### config.mk
export PLATFORM = sky130hd
export DESIGN_NAME = status_bank
export DESIGN_NICKNAME = d
export VERILOG_FILES = /design/src/include/status_bank_pkg.sv /design/src/hw/flag_keeper.sv /design/src/hw/status_bank.sv
export SDC_FILE = /design/constraint.sdc
export NUM_CORES = 1
export LEC_CHECK = 0
export BUFFER_PORTS_ARGS = -buffer_cell sky130_fd_sc_hd__clkbuf_2
export CORE_MARGIN = 2
export CORE_UTILIZATION = 56
export CTS_CLUSTER_SIZE = 8
export DETAILED_ROUTE_END_ITERATION = 12
export PLACE_DENSITY = 0.79
export SYNTH_ARGS = -nofsm -noshare
export SYNTH_HDL_FRONTEND = slang
export SYNTH_SLANG_ARGS = --single-unit
### constraint.sdc
create_clock -name hclk -period 5.06 [get_ports hclk]
set_input_delay 1.012 -clock hclk [delete_from_list [all_inputs] [get_ports hclk]]
set_output_delay 1.012 -clock hclk [all_outputs]
set_load 0.05 [all_outputs]
### src/include/status_bank_pkg.sv
// Constants, register map and types of the fatal and warning status bank
`default_nettype none
package status_bank_pkg;
	// ============================================================
	// Register indices; byte address is four times the index
	localparam logic [7:0] FATAL_STATUS_INDEX = 8'h20;
	localparam logic [7:0] WARNING_STATUS_INDEX = 8'h21;
	localparam logic [7:0] SRQ_TRIGGER_INDEX = 8'h28;
	localparam logic [7:0] FATAL_TRIGGER_INDEX = 8'h29;
	localparam logic [7:0] ALARM_TRIGGER_INDEX = 8'h2a;
	localparam logic [7:0] MODULE_CONTROL_INDEX = 8'h33;
	localparam int BYTE_SHIFT = 2;

	// ============================================================
	// Status word layout
	localparam int SRQ_STATUS_BIT = 15;
	localparam int ALARM_STATUS_BIT = 14;
	localparam int FATAL_SUMMARY_BIT = 13;
	localparam int HW_OFF_STATUS_BIT = 12;
	localparam int NOW_LSB = 8;
	localparam int RUN_FAULT_BIT = 7;
	localparam int LINK_ERROR_BIT = 6;
	localparam int RESTART_BIT = 5;
	localparam int LINK_RESET_BIT = 4;
	localparam logic [7:0] LATCHED_RESET = 8'h30;
	localparam logic [3:0] NOW_RESET = 4'h0;
	localparam logic [15:0] WORD_RESET = 16'h0000;

	// ============================================================
	// Trigger word layout
	localparam int TRIG_FATAL_LSB = 0;
	localparam int TRIG_WARN_LSB = 8;
	localparam int TRIG_HW_OFF_BIT = 12;

	// ============================================================
	// Module control word layout
	localparam int CTRL_SOFT_ON_BIT = 0;
	localparam int CTRL_SHUTDOWN_BIT = 1;
	localparam int CTRL_HW_OFF_CHANGED_BIT = 2;

	// ============================================================
	// Bus
	localparam logic [1:0] HTRANS_NONSEQ = 2'b10;
	localparam logic [31:0] DATA_ZERO = 32'h0000_0000;
	localparam logic [23:0] ADDR_HIGH_ZERO = 24'h00_0000;

	typedef enum logic [1:0] {
		BUS_IDLE = 2'b01,
		BUS_READ = 2'b10
	} bus_state_type;
endpackage
`default_nettype wire

### src/hw/flag_keeper.sv
// Bank of sticky flags, set wins over write-one-to-clear
`timescale 1ns/1ns
`default_nettype none
module flag_keeper #(
	parameter int WIDTH = 8,
	parameter logic [WIDTH-1:0] RESET_VALUE = '0
) (
	input wire logic hclk,
	input wire logic hresetn,
	input wire logic clk_en,
	input wire logic [WIDTH-1:0] set_bits,
	input wire logic [WIDTH-1:0] clear_bits,
	output logic [WIDTH-1:0] flags
);
	// ============================================================
	// Next value
	logic [WIDTH-1:0] next_flags;

	assign next_flags = (flags & ~clear_bits) | set_bits;

	always_ff @(posedge hclk or negedge hresetn) begin
		if (!hresetn) begin
			flags <= RESET_VALUE;
		end else if (clk_en) begin
			flags <= next_flags;
		end
	end
endmodule
`default_nettype wire

### src/hw/status_bank.sv
// Fatal and warning status registers with triggers and output control
//
// The AHB-Lite slave port was decided locally.
`timescale 1ns/1ns
`default_nettype none
// What this block does
// - Latched flags stay set after their cause ends, until host clears them.
// - Fatal word bits 15:8 are read-only live state in fixed order.
// - Fatal word bits 7:0 hold run, link, restart, reset and severe latches.
// - Warning word bits 15:12 match fatal; bits 11:8 hold mild live flags.
// - Warning word bits 7:0 hold run, link, restart, reset and mild latches.
// - Writing one clears a latched bit; zero leaves it alone.
// - Clearing latches drops what they drive, including the service line.
// - A cleared latch whose cause persists sets again and re-drives outputs.
// - Upper byte is live state; writes to it are silently ignored.
// - Lower byte records events since the last clear.
// - Bit 15 reads one while the service request line is low.
// - Bit 14 reads one while the alarm is active.
// - Bit 13 reads one while the fatal summary is active.
// - Bit 12 reads one while the disable pin is low.
// - Pin low clears soft enable; output stays off until host re-enables.
// - A disable pin change can raise the service line if its trigger is set.
// - Shutdown on fatal follows the control register setting.
// - Warning flags never shut the output down.
// - Severe flags come from fatal limit comparisons.
// - Mild flags come from warning limit comparisons.
// - Run fault and link error latch the response byte flags.
// - Restart latch is one after any restart until cleared.
// - Link reset latch sets on a link reset, timeouts included.
// - Latched bits 3:0 are sticky copies of live bits 11:8.
module status_bank (
	input wire logic hclk,
	input wire logic hresetn,
	input wire logic clk_en,
	input wire logic hsel,
	input wire logic [31:0] haddr,
	input wire logic [1:0] htrans,
	input wire logic hwrite,
	input wire logic [2:0] hsize,
	input wire logic [31:0] hwdata,
	input wire logic hready,
	output logic [31:0] hrdata,
	output logic hreadyout,
	output logic hresp,
	input wire logic hw_output_off_pin_n,
	input wire logic [3:0] severe_now_in,
	input wire logic [3:0] mild_now_in,
	input wire logic run_fault_flag,
	input wire logic link_error_flag,
	input wire logic link_reset_event,
	input wire logic restart_request,
	output logic service_request_line_n,
	output logic alarm_active,
	output logic fatal_active,
	output logic optical_output_on
);
	import status_bank_pkg::*;

	// ============================================================
	// Address decoding helper
	function automatic logic hits(input logic [31:0] addr, input logic [7:0] index);
		hits = (addr[31:8] == ADDR_HIGH_ZERO) && (addr[7:0] == (index << BYTE_SHIFT));
	endfunction

	// ============================================================
	// State
	bus_state_type bus_state;
	bus_state_type next_bus_state;
	logic [31:0] addr_q;
	logic wr_pending;
	logic pin_s1;
	logic pin_s2;
	logic pin_s3;
	logic [15:0] srq_trigger;
	logic [15:0] fatal_trigger;
	logic [15:0] alarm_trigger;
	logic soft_output_on;
	logic shutdown_on_fatal;
	logic [7:0] fatal_latched;
	logic [7:0] warning_latched;
	logic [0:0] hw_off_changed;

	// ============================================================
	// Bus decode
	logic addr_phase;
	logic rd_start;
	logic wr_start;
	logic wr_fatal;
	logic wr_warning;
	logic wr_srq_trig;
	logic wr_fatal_trig;
	logic wr_alarm_trig;
	logic wr_control;
	logic [31:0] read_word;
	logic [31:0] next_hrdata;
	logic next_hreadyout;

	assign addr_phase = hsel && hready && (htrans == HTRANS_NONSEQ);
	assign rd_start = addr_phase && !hwrite;
	assign wr_start = addr_phase && hwrite;
	assign wr_fatal = wr_pending && hits(addr_q, FATAL_STATUS_INDEX);
	assign wr_warning = wr_pending && hits(addr_q, WARNING_STATUS_INDEX);
	assign wr_srq_trig = wr_pending && hits(addr_q, SRQ_TRIGGER_INDEX);
	assign wr_fatal_trig = wr_pending && hits(addr_q, FATAL_TRIGGER_INDEX);
	assign wr_alarm_trig = wr_pending && hits(addr_q, ALARM_TRIGGER_INDEX);
	assign wr_control = wr_pending && hits(addr_q, MODULE_CONTROL_INDEX);

	// ============================================================
	// Live state and status words
	logic hw_off_status;
	logic hw_off_edge;
	logic [15:0] fatal_word;
	logic [15:0] warning_word;
	logic [15:0] control_word;
	logic [3:0] upper_common;

	assign hw_off_status = !pin_s2;
	assign hw_off_edge = pin_s2 ^ pin_s3;
	assign upper_common = {!service_request_line_n, alarm_active, fatal_active, hw_off_status};
	assign fatal_word = {upper_common, severe_now_in, fatal_latched};
	assign warning_word = {upper_common, mild_now_in, warning_latched};
	assign control_word = {13'h0000, hw_off_changed, shutdown_on_fatal, soft_output_on};

	assign read_word = hits(addr_q, FATAL_STATUS_INDEX) ? {16'h0000, fatal_word}
		: hits(addr_q, WARNING_STATUS_INDEX) ? {16'h0000, warning_word}
		: hits(addr_q, SRQ_TRIGGER_INDEX) ? {16'h0000, srq_trigger}
		: hits(addr_q, FATAL_TRIGGER_INDEX) ? {16'h0000, fatal_trigger}
		: hits(addr_q, ALARM_TRIGGER_INDEX) ? {16'h0000, alarm_trigger}
		: hits(addr_q, MODULE_CONTROL_INDEX) ? {16'h0000, control_word}
		: DATA_ZERO;

	// ============================================================
	// Bus state machine: reads take one wait state
	always_comb begin
		next_bus_state = bus_state;
		next_hrdata = hrdata;
		next_hreadyout = hreadyout;
		case (bus_state)
			BUS_IDLE: begin
				if (rd_start) begin
					next_bus_state = BUS_READ;
					next_hreadyout = 1'b0;
				end
			end
			BUS_READ: begin
				next_bus_state = BUS_IDLE;
				next_hrdata = read_word;
				next_hreadyout = 1'b1;
			end
			default: begin
				next_bus_state = BUS_IDLE;
				next_hreadyout = 1'b1;
			end
		endcase
	end

	always_ff @(posedge hclk or negedge hresetn) begin
		if (!hresetn) begin
			bus_state <= BUS_IDLE;
			hrdata <= DATA_ZERO;
			hreadyout <= 1'b1;
			hresp <= 1'b0;
			addr_q <= DATA_ZERO;
			wr_pending <= 1'b0;
		end else if (clk_en) begin
			bus_state <= next_bus_state;
			hrdata <= next_hrdata;
			hreadyout <= next_hreadyout;
			hresp <= 1'b0;
			wr_pending <= wr_start;
			if (addr_phase) begin
				addr_q <= haddr;
			end
		end
	end

	// ============================================================
	// Latched flags
	logic [7:0] fatal_set;
	logic [7:0] warning_set;
	logic [7:0] fatal_clear;
	logic [7:0] warning_clear;
	logic [7:0] common_set;
	logic [0:0] hw_off_clear;

	assign common_set = {run_fault_flag, link_error_flag, restart_request, link_reset_event, 4'h0};
	assign fatal_set = common_set | {4'h0, severe_now_in};
	assign warning_set = common_set | {4'h0, mild_now_in};
	// Only the low byte is writable, upper byte writes vanish
	assign fatal_clear = wr_fatal ? hwdata[7:0] : 8'h00;
	assign warning_clear = wr_warning ? hwdata[7:0] : 8'h00;
	assign hw_off_clear = wr_control ? hwdata[CTRL_HW_OFF_CHANGED_BIT] : 1'b0;

	flag_keeper #(.WIDTH(8), .RESET_VALUE(LATCHED_RESET)) fatal_flags (
		.hclk(hclk),
		.hresetn(hresetn),
		.clk_en(clk_en),
		.set_bits(fatal_set),
		.clear_bits(fatal_clear),
		.flags(fatal_latched)
	);

	flag_keeper #(.WIDTH(8), .RESET_VALUE(LATCHED_RESET)) warning_flags (
		.hclk(hclk),
		.hresetn(hresetn),
		.clk_en(clk_en),
		.set_bits(warning_set),
		.clear_bits(warning_clear),
		.flags(warning_latched)
	);

	flag_keeper #(.WIDTH(1), .RESET_VALUE(1'b0)) hw_off_flag (
		.hclk(hclk),
		.hresetn(hresetn),
		.clk_en(clk_en),
		.set_bits(hw_off_edge),
		.clear_bits(hw_off_clear),
		.flags(hw_off_changed)
	);

	// ============================================================
	// Trigger and control registers
	logic next_soft_output_on;

	// Pin low forces the enable off and beats any host write
	assign next_soft_output_on = hw_off_status ? 1'b0
		: wr_control ? hwdata[CTRL_SOFT_ON_BIT]
		: soft_output_on;

	always_ff @(posedge hclk or negedge hresetn) begin
		if (!hresetn) begin
			srq_trigger <= WORD_RESET;
			fatal_trigger <= WORD_RESET;
			alarm_trigger <= WORD_RESET;
			soft_output_on <= 1'b0;
			shutdown_on_fatal <= 1'b0;
		end else if (clk_en) begin
			soft_output_on <= next_soft_output_on;
			if (wr_srq_trig) begin
				srq_trigger <= hwdata[15:0];
			end
			if (wr_fatal_trig) begin
				fatal_trigger <= hwdata[15:0];
			end
			if (wr_alarm_trig) begin
				alarm_trigger <= hwdata[15:0];
			end
			if (wr_control) begin
				shutdown_on_fatal <= hwdata[CTRL_SHUTDOWN_BIT];
			end
		end
	end

	// ============================================================
	// Disable pin synchroniser
	always_ff @(posedge hclk or negedge hresetn) begin
		if (!hresetn) begin
			pin_s1 <= 1'b1;
			pin_s2 <= 1'b1;
			pin_s3 <= 1'b1;
		end else if (clk_en) begin
			pin_s1 <= hw_output_off_pin_n;
			pin_s2 <= pin_s1;
			pin_s3 <= pin_s2;
		end
	end

	// ============================================================
	// Derived outputs
	logic srq_cause;
	logic alarm_cause;
	logic fatal_cause;
	logic next_output_on;

	assign srq_cause = (|(fatal_latched & srq_trigger[TRIG_FATAL_LSB +: 8]))
		|| (|(warning_latched & srq_trigger[TRIG_WARN_LSB +: 8]))
		|| (hw_off_changed[0] && srq_trigger[TRIG_HW_OFF_BIT]);
	assign fatal_cause = |(fatal_latched & fatal_trigger[TRIG_FATAL_LSB +: 8]);
	assign alarm_cause = (|(fatal_latched & alarm_trigger[TRIG_FATAL_LSB +: 8]))
		|| (|(warning_latched & alarm_trigger[TRIG_WARN_LSB +: 8]));
	// Warning state takes no part in shutdown
	assign next_output_on = soft_output_on && !hw_off_status
		&& !(shutdown_on_fatal && fatal_cause);

	always_ff @(posedge hclk or negedge hresetn) begin
		if (!hresetn) begin
			service_request_line_n <= 1'b1;
			alarm_active <= 1'b0;
			fatal_active <= 1'b0;
			optical_output_on <= 1'b0;
		end else if (clk_en) begin
			service_request_line_n <= !srq_cause;
			alarm_active <= alarm_cause;
			fatal_active <= fatal_cause;
			optical_output_on <= next_output_on;
		end
	end
endmodule
`default_nettype wire

==> flow_metrics.tcl <==
set metrics [dict create \
    holdPathStages 2 \
    nNetsFinal 685 \
    synth-main-ff-cell "dfrtp_1" \
    avgRoutedWirePerCell_um 21.2 \
    use_met2_pct 43.9 \
    p_int_mw 1.90 \
    synth_compound_area_share_pct 15.1 \
    die-area_sq_um 11500 \
    critical_path.top_delay_family "simple AND/OR/NAND/NOR gates" \
    antenna_found_initial 0 \
    grtUsageMet1_pct 40.4 \
    cp_slowest_cell "and2_1" \
    cp.depth 6 \
    cts_setup_buffers 0 \
    antenna_cells 0 \
    cp_cell_sequence "nor4_2, nand4_2, nor3_2, buf_4, and2_1, mux2_2" \
    drt.antenna.violating_nets 0 \
    vias 4833 \
    synth.distinct_cells 57 \
    cp_max_fo 16 \
    die_y_um 107 \
    grt_util_all_layers_pct 29.0 \
    viasPerCell 6.48 \
    max_slew.worst_pin.slew_ps 1050 \
    fin_setup_tns_ps 0 \
    ys_seq_elements 125 \
    postSynthCellCount 512 \
    dpl.cell_count 714 \
    io_pins 126 \
    setup_viol 0 \
    portBuffers 89 \
    synth_mux_area_share_pct 15.6 \
    gr-max-usage-layer "met2" \
    drt_iter0_drc 697 \
    grt_max_degree 85 \
    skew_ps 7.03 \
    yosysWarnings 0 \
    critPathBufInv 1 \
    cts_resized 0 \
    tritoncts "yes" \
    power.leakage_nw 3.21 \
    core_area_sq_um 10400 \
    rsz0062_at_grt "false" \
    ctsRootBufferMaster "clkbuf_8" \
    slew_violations 0 \
    fin_cells 746 \
    end_kind "flop" \
    cp-start-kind "flop" \
    cp.arrival_ps 3460 \
    async_flop_share_pct 100 \
    ctsHoldBuffers 0 \
    irDropWorstVdd_mv 0.246 \
    crit_type "flop to flop" \
    max_clock_freq_ghz 0.328 \
    yosys.area_share.adder_pct 0 \
    initial_core_util_pct 57.7 \
    slew_headroom_pct 29.8 \
    clock-sinks 125 \
    seqPwrFrac_pct 43.4 \
    met3_usage_pct 7.02 \
    period_share_pct 60.3 \
    period_needed_ps 3050 \
    power.density_nw_per_um2 375 \
    clk_pin_slew_ps 60 \
    switchingPower_mw 0.735 \
    place_hpwl_um 10800 \
    clock_power_share_pct 46.1 \
    rows 37 \
    drc 0 \
    setup_ws_ps 2010 \
    avgSynthCellArea_sq_um 11.7 \
    timing.reg2reg.setup_slack_ps 2010 \
    grt.overflow.total 0 \
    ys_seq_area_share_pct 52.5 \
    cts_buffers 17 \
    synth-simple-area-share_pct 11.4 \
    status "finished clean" \
    hold_viol 0 \
    routed_wirelength_um 15800 \
    synth_edf_count 0 \
    pre_cts_slack_ps 2010 \
    r2r_cells 6 \
    grt_pass1_vias 4659 \
    insertion_delay_ps 520 \
    grt_first_pass_wirelength_um 25300 \
    place.gp.congestion 0.943 \
    max_stage_delay_ps 690 \
    post_route_cells_drive_above_1_share_pct 33.1 \
    netSwitchingFraction_pct 27.9 \
    hold_path_class "flop to flop" \
    drtPass1Iterations 7 \
    dieWidth_um 107 \
    synth_top_family_by_area "multiplexers" \
    syn_to_final_growth_pct 17.6 \
    power_mw 2.64 \
    htreeDepth 4 \
    pwr-share-comb_pct 10.5 \
    cap_violations 0 \
    worstPathRequired_ps 5470 \
    synth_area_sq_um 5980 \
    synth_xor_area_share_pct 0.146 \
    cts_buffer_depth 2 \
]
## through the flow
| stage | hold slack [ps] | util [%] | area, sq um |
|---|---|---|---|
| 6_report | 488 | 67.8 | 7040 |
| 5_1_grt | 520 | 67.8 | 7040 |
| 4_1_cts | 494 | 67.8 | 7040 |
| 3_5_place_dp | 478 | 62.2 | 6440 |
| 3_3_place_gp | 468 | 62.2 | 6440 |
| 2_1_floorplan | 459 | - | 6040 |
## Yosys cell counts, types with 10 or more instances
library cell | n | area [sq um]
a22o_1 | 20 | 175
mux2_2 | 54 | 608
nand2_1 | 34 | 128
a22oi_1 | 24 | 180
a21oi_1 | 10 | 50.1
o22ai_1 | 18 | 113
mux2_1 | 27 | 304
clkbuf_1 | 20 | 75.1
inv_1 | 11 | 41.3
buf_4 | 21 | 158
nor2_1 | 14 | 52.6
dfrtp_1 | 116 | 2900
nand3_1 | 17 | 85.1
o21ai_0 | 20 | 100
## state kept, by name (all words and copies together), names as in the netlist
signal / cells
wr_pending: 1
srq_trigger: 16
service_request_line_n: 1
alarm_active: 1
shutdown_on_fatal: 1
addr_q: 32
fatal_trigger: 16
warning_flags.flags: 8
bus_state: 2
soft_output_on: 1
fatal_flags.flags: 8
pin_s3: 1
alarm_trigger: 16
hw_off_flag.flags: 1
optical_output_on: 1
pin_s2: 1
pin_s1: 1
hrdata: 16
fatal_active: 1
## cells in the final DEF (no fill, tap or decap), types with 4 or more instances in the layout
cell type,instances
o31a_1,7
a21oi_1,10
clkbuf_2,88
clkbuf_16,16
a22o_1,20
o21ai_1,7
inv_1,11
dfrtp_1,116
a22oi_1,24
mux2_1,27
clkinvlp_4,4
inv_6,5
nor4_2,5
mux2_2,54
nor3_1,4
nor4_1,4
o22ai_1,18
nand4_1,5
buf_4,9
nand2b_1,5
nand2_1,34
nor2_1,14
nand3_1,17
dfstp_2,9
o21ai_0,20
conb_1,17
or3_1,4
## power by group through the flow
stage	logic (mW)	clock network [mW]	registers (mW)
5_1_grt	0.302	1.27	1.15
3_3_place_gp	0.263	0	1.15
2_1_floorplan	0.190	0	1.14
3_5_place_dp	0.272	0	1.16
4_1_cts	0.276	1.22	1.14
6_report	0.278	1.21	1.14
## worst reg2reg max path, stage by stage, from the launching register on
cell	delay, ps
dfrtp_1	380
nor4_2	350
nand4_2	300
nor3_2	530
buf_4	260
and2_1	690
mux2_2	420
## layout make-up
cell class                 instances  area, sq um
clock buffer                      17          414
clock inverter                    15          176
fill                             761         3330
inverter                          11         41.3
multi-input combinational        345         2590
sequential                       125         3140
tap                              136          170
timing repair buffer              97          508
## per-layer routing
layer / vias up / share of wire (%)
met3: 53 / 9.8
met5: - / 0
met4: 0 / 2.9
li1: 2072 / -
met1: 2403 / 40
met2: 305 / 47
## final timing paths
check,startpoint,to
min reg2reg,hrdata[2]$_DFFE_PN0P_,hrdata[2]$_DFFE_PN0P_
min,hrdata[2]$_DFFE_PN0P_,hrdata[2]$_DFFE_PN0P_
min in group asynchronous,hresetn,fatal_trigger[10]$_DFFE_PN0P_
max reg2reg,addr_q[26]$_DFFE_PN0P_,alarm_trigger[11]$_DFFE_PN0P_
max in group asynchronous,hresetn,service_request_line_n$_DFFE_PN1P_
max,addr_q[26]$_DFFE_PN0P_,alarm_trigger[11]$_DFFE_PN0P_
## cells by family (layout without fill, tap and decap cells)
family	count (synthesis)	count (layout)
xor+xnor	1	1
other cells	1	17
mux	83	83
buf+inv	58	140
compound gates	128	128
simple gates	116	116
flops	125	125
(Power assumes the default switching activity.)
